$ cat src/design/mmx_cfg.svh
// register offsets, field positions, reset values and opcode codes of the exec block
`ifndef MMX_CFG_SVH
`define MMX_CFG_SVH

`define MMX_OFF_CTRL 12'h000
`define MMX_OFF_INSTR 12'h004
`define MMX_OFF_ACC 12'h008
`define MMX_OFF_BANK 12'h00C
`define MMX_OFF_PROD 12'h010
`define MMX_OFF_STATUS 12'h014
`define MMX_OFF_INDEX 12'h018
`define MMX_OFF_STATE 12'h01C

`define MMX_CTRL_EXT_BIT 0
`define MMX_FLAG_C 0
`define MMX_FLAG_DC 1
`define MMX_FLAG_Z 2
`define MMX_FLAG_OV 3
`define MMX_FLAG_N 4

`define MMX_RST_ACC 8'h00
`define MMX_RST_BANK 4'h0
`define MMX_RST_FLAGS 5'h00
`define MMX_RST_INDEX 12'h000

`define MMX_OP_MOVE_LIT 8'h0E
`define MMX_OP_MUL_LIT 8'h0D
`define MMX_OP_BANK_LIT 8'h01
`define MMX_OP_MUL_FILE 7'h01
`define MMX_OP_NEG_FILE 7'h36
`define MMX_OP_STORE_FILE 7'h37

`define MMX_IDX_LIMIT 8'h5F
`define MMX_ACCESS_SPLIT 8'h60
`define MMX_ACCESS_HIGH 4'hF

`define MMX_RESP_OKAY 2'h0
`define MMX_RESP_SLVERR 2'h2

`endif

$ cat src/design/mmx_pkg.sv
// types shared by the exec block
package mmx_pkg;

  typedef enum logic [4:0] {
    ST_IDLE = 5'h01,
    ST_Q1 = 5'h02,
    ST_Q2 = 5'h04,
    ST_Q3 = 5'h08,
    ST_Q4 = 5'h10
  } mmx_phase_e;

  typedef enum logic [2:0] {
    OP_NONE = 3'h0,
    OP_MOVE_LIT = 3'h1,
    OP_STORE_FILE = 3'h2,
    OP_MUL_LIT = 3'h3,
    OP_MUL_FILE = 3'h4,
    OP_NEG_FILE = 3'h5,
    OP_BANK_LIT = 3'h6
  } mmx_op_e;

endpackage : mmx_pkg

$ cat src/design/mmx_exec.sv
// move, multiply and negate execution datapath with an axi4-lite register slave
//
// Local design decisions: the AXI4-Lite register port and the placing of the registers.
`timescale 1ns/1ps
`default_nettype none
`include "mmx_cfg.svh"

// Summary of operation
// - load-literal puts the 8-bit literal into the accumulator, no flags, one cycle.
// - store-accumulator copies the accumulator into the addressed file register, no flags.
// - file address operand is 8 bits, reaching any byte of a 256-byte bank.
// - access bit 0 selects the access bank; 1 uses bank select register.
// - extended set, access bit 0, address up to 95: indexed literal offset addressing.
// - multiply-file forms unsigned accumulator times file into product pair, sources kept.
// - both multiplies leave every status flag untouched.
// - negate replaces the file register with inverted value plus one.
// - negate updates negative, overflow, carry, digit-carry and zero flags.
// - load-bank-select writes the literal but the upper four bits stay zero.
module mmx_exec (
  // clock and reset
  input wire logic aclk,
  input wire logic aresetn,
  // axi4-lite write address and data
  input wire logic [11:0] s_axi_awaddr,
  input wire logic s_axi_awvalid,
  output logic s_axi_awready,
  input wire logic [31:0] s_axi_wdata,
  input wire logic [3:0] s_axi_wstrb,
  input wire logic s_axi_wvalid,
  output logic s_axi_wready,
  // axi4-lite write response
  output logic [1:0] s_axi_bresp,
  output logic s_axi_bvalid,
  input wire logic s_axi_bready,
  // axi4-lite read
  input wire logic [11:0] s_axi_araddr,
  input wire logic s_axi_arvalid,
  output logic s_axi_arready,
  output logic [31:0] s_axi_rdata,
  output logic [1:0] s_axi_rresp,
  output logic s_axi_rvalid,
  input wire logic s_axi_rready,
  // data memory port
  output logic [11:0] mem_addr,
  output logic [7:0] mem_wdata,
  output logic mem_we,
  input wire logic [7:0] mem_rdata
);

  // bus handshake state
  logic awready_reg, awready_next, wready_reg, wready_next;
  logic bvalid_reg, bvalid_next, arready_reg, arready_next, rvalid_reg, rvalid_next;
  logic [1:0] bresp_reg, bresp_next, rresp_reg, rresp_next;
  logic [31:0] rdata_reg, rdata_next, wdata_reg, wdata_next;
  logic [3:0] wstrb_reg, wstrb_next;
  logic [11:0] awaddr_reg, awaddr_next;
  logic aw_have_reg, aw_have_next, w_have_reg, w_have_next;
  logic wr_fire;
  logic wr_known;
  // core state
  mmx_pkg::mmx_phase_e phase_reg, phase_next;
  mmx_pkg::mmx_op_e op_reg, op_next;
  logic [15:0] instr_reg, instr_next;
  logic [7:0] acc_reg, acc_next, prod_hi_reg, prod_hi_next, prod_lo_reg, prod_lo_next;
  logic [7:0] opnd_reg, opnd_next, result_reg, result_next;
  logic [3:0] bank_select_register, bank_select_next;
  logic [4:0] flags_reg, flags_next;
  logic [11:0] index_reg, index_next;
  logic ext_en_reg, ext_en_next;
  logic [11:0] mem_addr_reg, mem_addr_next;
  logic [7:0] mem_wdata_reg, mem_wdata_next;
  logic mem_we_reg, mem_we_next;
  // datapath terms
  logic [15:0] product;
  logic [7:0] neg_sum;
  logic [11:0] file_addr;
  logic [7:0] fa;
  logic acc_bit;

  // writes wait while an instruction is running so bus and core never fight over a register
  assign wr_fire = aw_have_reg && w_have_reg && !bvalid_reg && (phase_reg == mmx_pkg::ST_IDLE);

  always_comb begin
    wr_known = (awaddr_reg == `MMX_OFF_CTRL) || (awaddr_reg == `MMX_OFF_INSTR) || (awaddr_reg == `MMX_OFF_ACC) ||
      (awaddr_reg == `MMX_OFF_BANK) || (awaddr_reg == `MMX_OFF_INDEX);
    awaddr_next = awaddr_reg;
    wdata_next = wdata_reg;
    wstrb_next = wstrb_reg;
    aw_have_next = aw_have_reg;
    w_have_next = w_have_reg;
    bvalid_next = bvalid_reg;
    bresp_next = bresp_reg;
    // an empty read side offers arready again, which also covers the first cycle after reset
    arready_next = arready_reg || !rvalid_reg;
    rvalid_next = rvalid_reg;
    rresp_next = rresp_reg;
    rdata_next = rdata_reg;
    if (s_axi_awvalid && awready_reg) begin
      awaddr_next = {s_axi_awaddr[11:2], 2'h0};
      aw_have_next = 1'b1;
    end
    if (s_axi_wvalid && wready_reg) begin
      wdata_next = s_axi_wdata;
      wstrb_next = s_axi_wstrb;
      w_have_next = 1'b1;
    end
    if (wr_fire) begin
      aw_have_next = 1'b0;
      w_have_next = 1'b0;
      bvalid_next = 1'b1;
      bresp_next = wr_known ? `MMX_RESP_OKAY : `MMX_RESP_SLVERR;
    end else if (bvalid_reg && s_axi_bready) begin
      bvalid_next = 1'b0;
    end
    awready_next = !aw_have_next;
    wready_next = !w_have_next;
    if (s_axi_arvalid && arready_reg) begin
      arready_next = 1'b0;
      rvalid_next = 1'b1;
      rresp_next = `MMX_RESP_OKAY;
      case ({s_axi_araddr[11:2], 2'h0})
        `MMX_OFF_CTRL: rdata_next = {31'h0, ext_en_reg};
        `MMX_OFF_INSTR: rdata_next = {16'h0, instr_reg};
        `MMX_OFF_ACC: rdata_next = {24'h0, acc_reg};
        `MMX_OFF_BANK: rdata_next = {28'h0, bank_select_register};
        `MMX_OFF_PROD: rdata_next = {16'h0, prod_hi_reg, prod_lo_reg};
        `MMX_OFF_STATUS: rdata_next = {27'h0, flags_reg};
        `MMX_OFF_INDEX: rdata_next = {20'h0, index_reg};
        `MMX_OFF_STATE: rdata_next = {31'h0, phase_reg != mmx_pkg::ST_IDLE};
        default: begin
          rdata_next = 32'h0;
          rresp_next = `MMX_RESP_SLVERR;
        end
      endcase
    end else if (rvalid_reg && s_axi_rready) begin
      rvalid_next = 1'b0;
      arready_next = 1'b1;
    end
  end

  always_ff @(posedge aclk) begin
    if (!aresetn) begin
      awready_reg <= 1'b0;
      wready_reg <= 1'b0;
      bvalid_reg <= 1'b0;
      bresp_reg <= `MMX_RESP_OKAY;
      arready_reg <= 1'b0;
      rvalid_reg <= 1'b0;
      rresp_reg <= `MMX_RESP_OKAY;
      rdata_reg <= 32'h0;
      wdata_reg <= 32'h0;
      wstrb_reg <= 4'h0;
      awaddr_reg <= 12'h000;
      aw_have_reg <= 1'b0;
      w_have_reg <= 1'b0;
    end else begin
      awready_reg <= awready_next;
      wready_reg <= wready_next;
      bvalid_reg <= bvalid_next;
      bresp_reg <= bresp_next;
      arready_reg <= arready_next;
      rvalid_reg <= rvalid_next;
      rresp_reg <= rresp_next;
      rdata_reg <= rdata_next;
      wdata_reg <= wdata_next;
      wstrb_reg <= wstrb_next;
      awaddr_reg <= awaddr_next;
      aw_have_reg <= aw_have_next;
      w_have_reg <= w_have_next;
    end
  end

  // file address: 8-bit operand widened by bank, access bank or index base
  always_comb begin
    fa = instr_reg[7:0];
    acc_bit = instr_reg[8];
    if (acc_bit) begin
      file_addr = {bank_select_register, fa};
    end else if (ext_en_reg && fa <= `MMX_IDX_LIMIT) begin
      file_addr = index_reg + {4'h0, fa};
    end else if (fa < `MMX_ACCESS_SPLIT) begin
      file_addr = {4'h0, fa};
    end else begin
      file_addr = {`MMX_ACCESS_HIGH, fa};
    end
  end

  assign product = {8'h00, acc_reg} * {8'h00, opnd_reg};
  assign neg_sum = ~opnd_reg + 8'h01;

  always_comb begin
    phase_next = phase_reg;
    op_next = op_reg;
    instr_next = instr_reg;
    acc_next = acc_reg;
    prod_hi_next = prod_hi_reg;
    prod_lo_next = prod_lo_reg;
    opnd_next = opnd_reg;
    result_next = result_reg;
    bank_select_next = bank_select_register;
    flags_next = flags_reg;
    index_next = index_reg;
    ext_en_next = ext_en_reg;
    mem_addr_next = mem_addr_reg;
    mem_wdata_next = mem_wdata_reg;
    mem_we_next = 1'b0;
    if (wr_fire && wstrb_reg[0]) begin
      case (awaddr_reg)
        `MMX_OFF_CTRL: ext_en_next = wdata_reg[`MMX_CTRL_EXT_BIT];
        `MMX_OFF_ACC: acc_next = wdata_reg[7:0];
        `MMX_OFF_BANK: bank_select_next = wdata_reg[3:0];
        `MMX_OFF_INDEX: index_next[7:0] = wdata_reg[7:0];
        default: ;
      endcase
    end
    if (wr_fire && wstrb_reg[1] && awaddr_reg == `MMX_OFF_INDEX) begin
      index_next[11:8] = wdata_reg[11:8];
    end
    // an instruction word needs both low lanes, half a word would run garbage
    if (wr_fire && awaddr_reg == `MMX_OFF_INSTR && wstrb_reg[1:0] == 2'h3) begin
      instr_next = wdata_reg[15:0];
      phase_next = mmx_pkg::ST_Q1;
    end
    case (phase_reg)
      mmx_pkg::ST_IDLE: ;
      mmx_pkg::ST_Q1: begin
        // decode
        if (instr_reg[15:8] == `MMX_OP_MOVE_LIT) op_next = mmx_pkg::OP_MOVE_LIT;
        else if (instr_reg[15:8] == `MMX_OP_MUL_LIT) op_next = mmx_pkg::OP_MUL_LIT;
        else if (instr_reg[15:8] == `MMX_OP_BANK_LIT) op_next = mmx_pkg::OP_BANK_LIT;
        else if (instr_reg[15:9] == `MMX_OP_MUL_FILE) op_next = mmx_pkg::OP_MUL_FILE;
        else if (instr_reg[15:9] == `MMX_OP_NEG_FILE) op_next = mmx_pkg::OP_NEG_FILE;
        else if (instr_reg[15:9] == `MMX_OP_STORE_FILE) op_next = mmx_pkg::OP_STORE_FILE;
        else op_next = mmx_pkg::OP_NONE;
        mem_addr_next = file_addr;
        phase_next = mmx_pkg::ST_Q2;
      end
      mmx_pkg::ST_Q2: begin
        // read literal or file operand
        if (op_reg == mmx_pkg::OP_MUL_FILE || op_reg == mmx_pkg::OP_NEG_FILE) opnd_next = mem_rdata;
        else opnd_next = instr_reg[7:0];
        phase_next = mmx_pkg::ST_Q3;
      end
      mmx_pkg::ST_Q3: begin
        // process
        result_next = (op_reg == mmx_pkg::OP_NEG_FILE) ? neg_sum : acc_reg;
        phase_next = mmx_pkg::ST_Q4;
      end
      mmx_pkg::ST_Q4: begin
        // write destination
        case (op_reg)
          mmx_pkg::OP_MOVE_LIT: acc_next = opnd_reg;
          mmx_pkg::OP_BANK_LIT: bank_select_next = opnd_reg[3:0];
          mmx_pkg::OP_MUL_LIT, mmx_pkg::OP_MUL_FILE: begin
            // flags untouched, sources untouched
            prod_hi_next = product[15:8];
            prod_lo_next = product[7:0];
          end
          mmx_pkg::OP_STORE_FILE: begin
            mem_wdata_next = result_reg;
            mem_we_next = 1'b1;
          end
          mmx_pkg::OP_NEG_FILE: begin
            mem_wdata_next = result_reg;
            mem_we_next = 1'b1;
            flags_next[`MMX_FLAG_N] = result_reg[7];
            flags_next[`MMX_FLAG_Z] = (result_reg == 8'h00);
            flags_next[`MMX_FLAG_OV] = (opnd_reg == 8'h80);
            flags_next[`MMX_FLAG_C] = (opnd_reg == 8'h00);
            flags_next[`MMX_FLAG_DC] = (opnd_reg[3:0] == 4'h0);
          end
          default: ;
        endcase
        phase_next = mmx_pkg::ST_IDLE;
      end
      default: phase_next = mmx_pkg::ST_IDLE;
    endcase
  end

  always_ff @(posedge aclk) begin
    if (!aresetn) begin
      phase_reg <= mmx_pkg::ST_IDLE;
      op_reg <= mmx_pkg::OP_NONE;
      instr_reg <= 16'h0000;
      acc_reg <= `MMX_RST_ACC;
      prod_hi_reg <= 8'h00;
      prod_lo_reg <= 8'h00;
      opnd_reg <= 8'h00;
      result_reg <= 8'h00;
      bank_select_register <= `MMX_RST_BANK;
      flags_reg <= `MMX_RST_FLAGS;
      index_reg <= `MMX_RST_INDEX;
      ext_en_reg <= 1'b0;
      mem_addr_reg <= 12'h000;
      mem_wdata_reg <= 8'h00;
      mem_we_reg <= 1'b0;
    end else begin
      phase_reg <= phase_next;
      op_reg <= op_next;
      instr_reg <= instr_next;
      acc_reg <= acc_next;
      prod_hi_reg <= prod_hi_next;
      prod_lo_reg <= prod_lo_next;
      opnd_reg <= opnd_next;
      result_reg <= result_next;
      bank_select_register <= bank_select_next;
      flags_reg <= flags_next;
      index_reg <= index_next;
      ext_en_reg <= ext_en_next;
      mem_addr_reg <= mem_addr_next;
      mem_wdata_reg <= mem_wdata_next;
      mem_we_reg <= mem_we_next;
    end
  end

  assign s_axi_awready = awready_reg;
  assign s_axi_wready = wready_reg;
  assign s_axi_bvalid = bvalid_reg;
  assign s_axi_bresp = bresp_reg;
  assign s_axi_arready = arready_reg;
  assign s_axi_rvalid = rvalid_reg;
  assign s_axi_rresp = rresp_reg;
  assign s_axi_rdata = rdata_reg;
  assign mem_addr = mem_addr_reg;
  assign mem_wdata = mem_wdata_reg;
  assign mem_we = mem_we_reg;

endmodule : mmx_exec
`default_nettype wire

$ cat config.mk
export PLATFORM = sky130hd
export DESIGN_NAME = mmx_exec
export DESIGN_NICKNAME = d
export VERILOG_FILES = /design/src/design/mmx_pkg.sv /design/src/design/mmx_exec.sv
export VERILOG_INCLUDE_DIRS = /design/src /design/src/design
export SDC_FILE = /design/constraint.sdc
export NUM_CORES = 1
export LEC_CHECK = 0
export BUFFER_PORTS_ARGS = -buffer_cell sky130_fd_sc_hd__buf_2
export CAP_MARGIN = 15
export CORE_MARGIN = 3
export CORE_UTILIZATION = 40
export DETAILED_ROUTE_END_ITERATION = 16
export PLACE_DENSITY_LB_ADDON = 0.25
export SLEW_MARGIN = 10
export SYNTH_ARGS = -nofsm -noshare
export SYNTH_HDL_FRONTEND = slang
export SYNTH_SLANG_ARGS = --single-unit
$ cat constraint.sdc
create_clock -name aclk -period 6.3 [get_ports aclk]
set_input_delay 0.945 -clock aclk [delete_from_list [all_inputs] [get_ports aclk]]
set_output_delay 0.945 -clock aclk [all_outputs]
set_load 0.05 [all_outputs]
# Word level (Yosys, flattened, before mapping)
# Cells that the tools add are included.
[classes]
muxes = 34
mul = 1
bitwise_logic = 2
n_eq_ne = 32
addsub = 2
reduce_logical = 41
n_lt_le_gt_ge = 2
[ops]
columns = ["op", "count"]
rows = [
  ["$pmux W16 S8", 1],
  ["$eq A10 B3 Y1 const B", 5],
  ["$mux W8", 6],
  ["$eq A10 B2 Y1 const B", 4],
  ["$mux W12", 3],
  ["$eq A10 B1 Y1 const B", 2],
  ["$pmux W5 S4", 1],
  ["$eq A8 B4 Y1 const B", 2],
  ["$logic_not A8 Y1", 2],
  ["$mul A8 B8 Y16", 1],
  ["$mux W4", 4],
  ["$mux W3", 5],
  ["$eq A7 B6 Y1 const B", 2],
  ["$logic_and A1 B1 Y1", 14],
  ["$add A12 B8 Y12", 1],
  ["$logic_not A12 Y1", 1],
  ["$reduce_and A2 Y1", 6],
  ["$logic_not A10 Y1", 1],
  ["$mux W1", 10],
  ["$eq A3 B3 Y1 const B", 3],
  ["$add A8 B1 Y8 const B", 1],
  ["$eq A8 B1 Y1 const B", 1],
  ["$eq A8 B8 Y1 const B", 1],
  ["$le A8 B7 Y1 const B", 1],
  ["other kinds (22)", 36],
]
[totals]
input_bits = 75
elab_cells = 143
out_inout_bits = 62
reg_bits = 178

# Logic depth before layout (Yosys ltp)
[logic_depth]
ltp_word = 7
ltp_mapped = 16
depth_no_buf = 15

# Worst setup path after synthesis
# Ideal clock, no wire load.
[synth_timing]
kind = "flip-flop to flip-flop"
startpoint = "register opnd_reg[7]"
endpoint = "register prod_hi_reg[7]"
path_slack_ps = 1836
stages_incl_launch_ff = 16
n_path_buf = 1
required_time_ps = 6178
synth_period_minus_slack_ps = 4464
arrival_ps = 4342
setup_time_ps = 122
cell_sequence = "dfxtp_1 > clkbuf_1 > nand2_1 > fa_1 > fa_1 > inv_1 > fa_1 > inv_1 > fa_1 > inv_1 > ha_1 > o21a_1 > o31a_1 > o41a_1 > a22o_1 > a311o_1"
[synth_between]
elab_chain_len = 1
[synth_lines]
columns = ["element", "line", "source"]
rows = [
  ["start, declared", "mmx_exec.sv:65", "logic [7:0] opnd_reg, opnd_next, result_reg, result_next;"],
  ["start signal, assigned", "mmx_exec.sv:304", "opnd_reg <= opnd_next;"],
  ["$mul A8 B8 Y16", "mmx_exec.sv:188", "assign product = {8'h00, acc_reg} * {8'h00, opnd_reg};"],
  ["end signal, assigned", "mmx_exec.sv:302", "prod_hi_reg <= prod_hi_next;"],
  ["end, declared", "mmx_exec.sv:64", "logic [7:0] acc_reg, acc_next, prod_hi_reg, prod_hi_next, prod_lo_reg, prod_lo_next;"],
]
# No other way between the ends.
# A chain may end at the register's enable or synchronous reset.

# Worst setup path in the final report
# Ends and elaborated chain as after synthesis.

==> impl_metrics.tcl <==
set metrics [dict create \
    drtIter0Drc 592 \
    area_growth_pct 12.17 \
    rsz0062_at_grt "false" \
    netlist_area_um2 9617 \
    synth_async_sr_flop_share_pct 0 \
    ys_seq_area_share_pct 33.31 \
    relSlewSlack_pct 25.10 \
    crit_chain "nand2_1 -> fa_1 -> fa_1 -> inv_1 -> fa_1 -> inv_1 -> fa_1 -> inv_1 -> ha_1 -> o21a_1 -> o31a_1 -> o41a_1 -> a22o_1 -> a311o_1" \
    initial_utilization_pct 40.85 \
    post-route-util_pct 45.82 \
    synth_compound_area_share_pct 16.91 \
    final.period_utilization_pct 75.55 \
    antenna_found_initial 0 \
    drtAntennaViolNets 0 \
    drive_gt1_share_pct 13.19 \
    synth_top_family_by_area "simple AND/OR/NAND/NOR gates" \
    cts_resized 0 \
    synthAdderAreaFrac_pct 13.56 \
    critPathLaunchType "register" \
    synth-edff-count 0 \
    synthFlopType "dfxtp_1" \
    hold_violations 0 \
    hpwlAfterDp_um 18730 \
    critPathMostFrequentCell "fa_1" \
    tns_ps 0 \
    cts.clk_slew.worst_paths_ps 70 \
    synth_seq_cells 160 \
    coreArea_um2 23540 \
    internal-power_mw 1.572 \
    cts_setup_buffers 0 \
    gp_congestion 0.9004 \
    grt_overflow 0 \
    required_ps 6610 \
    drtPass1Iterations 5 \
    fp.dieH_um 161.1 \
    seqPwrFrac_pct 48.4 \
    hold_ws_ps 454.9 \
    path_class "reg2reg" \
    setup_slack_ps 1540 \
    track_usage_pct 20.18 \
    wirelength_um 25860 \
    post-route-drc-count 0 \
    num_antenna_cells 0 \
    cts.sink_count 160 \
    viasPerCell 5.319 \
    crit_slowest_cell "dfxtp_1" \
    cts_hold_buf 0 \
    io_buffers 96 \
    synth_warnings 0 \
    finalPower_mw 2.141 \
    grt_max_degree 86 \
    synth_cells 1154 \
    cts.path.max_buffers 2 \
    p_leak_nw 4.532 \
    status "completed" \
    die_w_um 161.1 \
    slew_viol_final 0 \
    netSwitchingFraction_pct 26.56 \
    cts_tree "yes" \
    die_area_um2 25940 \
    num_rows 56 \
    final_nets 1365 \
    wire_per_inst_um 16.79 \
    synth_xor_xnor_area_share_pct 1.366 \
    switchingPower_mw 0.5686 \
    clock_skew_ps 8.898 \
    route.vias.total 8192 \
    ir_worst_vdd_v 0.0001870 \
    grt_pass1_vias 7653 \
    synth-simple-area-share_pct 22.26 \
    p_per_area_nw_per_um2 198.5 \
    pwr-share-comb_pct 5.8 \
    path_max_fanout 13 \
    preCtsSetupSlack_ps 1494 \
    clock.fmax_mhz 210.1 \
    cts_max_level 4 \
    insertion_delay_ps 430 \
    cts_root_buffer "clkbuf_16" \
    crit_arrival_ps 5070 \
    synthMuxAreaShare_pct 5.412 \
    numCtsBuffers 17 \
    finalSetupViolations 0 \
    avgSynthCellArea_um2 8.333 \
    hp-class "reg2reg" \
    slowest_delay_ps 620 \
    grt_pass1_wl_um 42100 \
    pin_count 137 \
    maxCapViolCount 0 \
    period_needed_ps 4760 \
    cp-end-kind "register" \
    tightest_slew_ps 1121 \
    p_clk_share_pct 45.8 \
    yosysUniqueCellTypes 71 \
]
==> placed cells by master (no fill, tap or decap), drive strengths merged, types with 4 or more instances in the layout <==
master    Yosys  final
nor2         81     81
a22o         19     19
clkinvlp      0      4
xnor2         7      7
nor3         22     22
or4           8      8
a211oi       29     29
nand4         9      9
o311ai        4      4
xor2          8      8
nor4          8      8
clkinv        1      5
nand2       159    159
and2         54     54
buf          28    104
inv          76     82
mux2          4      4
a31oi         4      4
nand3b        7      7
nand2b        5      5
o21a          4      4
o21ai        43     43
o31ai         4      4
conb          1     18
mux2i        43     43
o211ai        9      9
a21oi        84     84
nand3        58     58
fa           37     37
clkbuf       59     19
ha           45     45
dfxtp       160    160
a311oi        5      5
a21o          7      7
nor3b         6      6
nor2b         7      7
==> final timing paths <==
kind / startpoint / cells past startpoint / slack, ps / end
max: opnd_reg[7]$_SDFFE_PN0N_ / 14 / 1540 / prod_hi_reg[7]$_SDFFE_PN0P_
min: s_axi_rdata[8]$_SDFFE_PN0P_ / 2 / 450 / s_axi_rdata[8]$_SDFFE_PN0P_
max reg2reg: opnd_reg[7]$_SDFFE_PN0N_ / 14 / 1540 / prod_hi_reg[7]$_SDFFE_PN0P_
min reg2reg: s_axi_rdata[8]$_SDFFE_PN0P_ / 2 / 450 / s_axi_rdata[8]$_SDFFE_PN0P_
==> synth_stat cells (all sizes together) (4+ instances only) <==
master	n	area, um2
xor2	8	70.07
inv	76	285.3
fa	37	740.7
clkbuf	59	221.5
nand2b	5	31.28
o31ai	4	30.03
a21o	7	52.55
a311oi	5	43.79
nor2	81	304.0
nand4	9	56.30
o211ai	9	67.56
dfxtp	160	3203
mux2	4	45.04
a22o	19	166.4
ha	45	563.0
nor2b	7	43.79
nand3b	7	52.55
mux2i	43	430.4
and2	54	337.8
buf	28	176.4
o21a	4	30.03
o21ai	43	215.2
a211oi	29	252.7
nand3	58	290.3
a31oi	4	25.02
o311ai	4	35.04
nor3	22	132.6
nor3b	6	45.04
nor4	8	65.06
or4	8	63.81
a21oi	84	420.4
xnor2	7	61.31
nand2	159	596.8
==> power by group through the flow <==
stage | registers (mW) | clock network [mW] | logic, mW
4_1_cts | 1.04 | 0.999 | 0.126
5_1_grt | 1.04 | 1.05 | 0.137
3_3_place_gp | 1.06 | 0 | 0.124
3_5_place_dp | 1.06 | 0 | 0.126
6_report | 1.04 | 0.980 | 0.125
2_1_floorplan | 1.06 | 0 | 0.0894
==> kinds of logic (layout without fill, tap and decap cells) <==
family / after synthesis / in the layout
XOR/XNOR: 15 / 15
buffers and inverters: 164 / 214
AO/OA/AOI/OAI: 244 / 244
AND/OR/NAND/NOR: 439 / 439
multiplexers: 49 / 49
flip-flops: 160 / 160
other: 1 / 18
adder cells (fa/ha/maj): 82 / 82
==> through the flow <==
stage | instance area [um2] | instances
floorplan | 9681 | 1171
global placement | 10230 | 1507
detailed placement | 10230 | 1507
CTS | 10780 | 1539
global route | 10790 | 1540
finish | 10790 | 1540
==> per-layer routing <==
| metal | share of wire, % | up-vias | GRT usage [%] |
|---|---|---|---|
| li1 | - | 4087 | - |
| met1 | 49 | 3813 | 29.95 |
| met2 | 44 | 262 | 30.62 |
| met3 | 5.9 | 30 | 3.539 |
| met4 | 1.4 | 0 | 4.849 |
| met5 | 0 | - | 0 |
==> layout make-up <==
class	instances	area, um2
Multi-Input combinational cell	847	5796
Inverter	77	290.3
Fill cell	2342	12760
Timing Repair Buffer	105	545.5
Clock buffer	18	429.2
Clock inverter	14	123.9
Tap cell	319	399.1
Sequential cell	160	3203
==> critical path: cells and delay by family, from the launching register on <==
family          cells  cell delay (ps)
flops               1              620
simple gates        1              150
buf+inv             3              160
compound gates      5             1250
fa+ha+maj           5             2490
(Power assumes the default switching activity.)
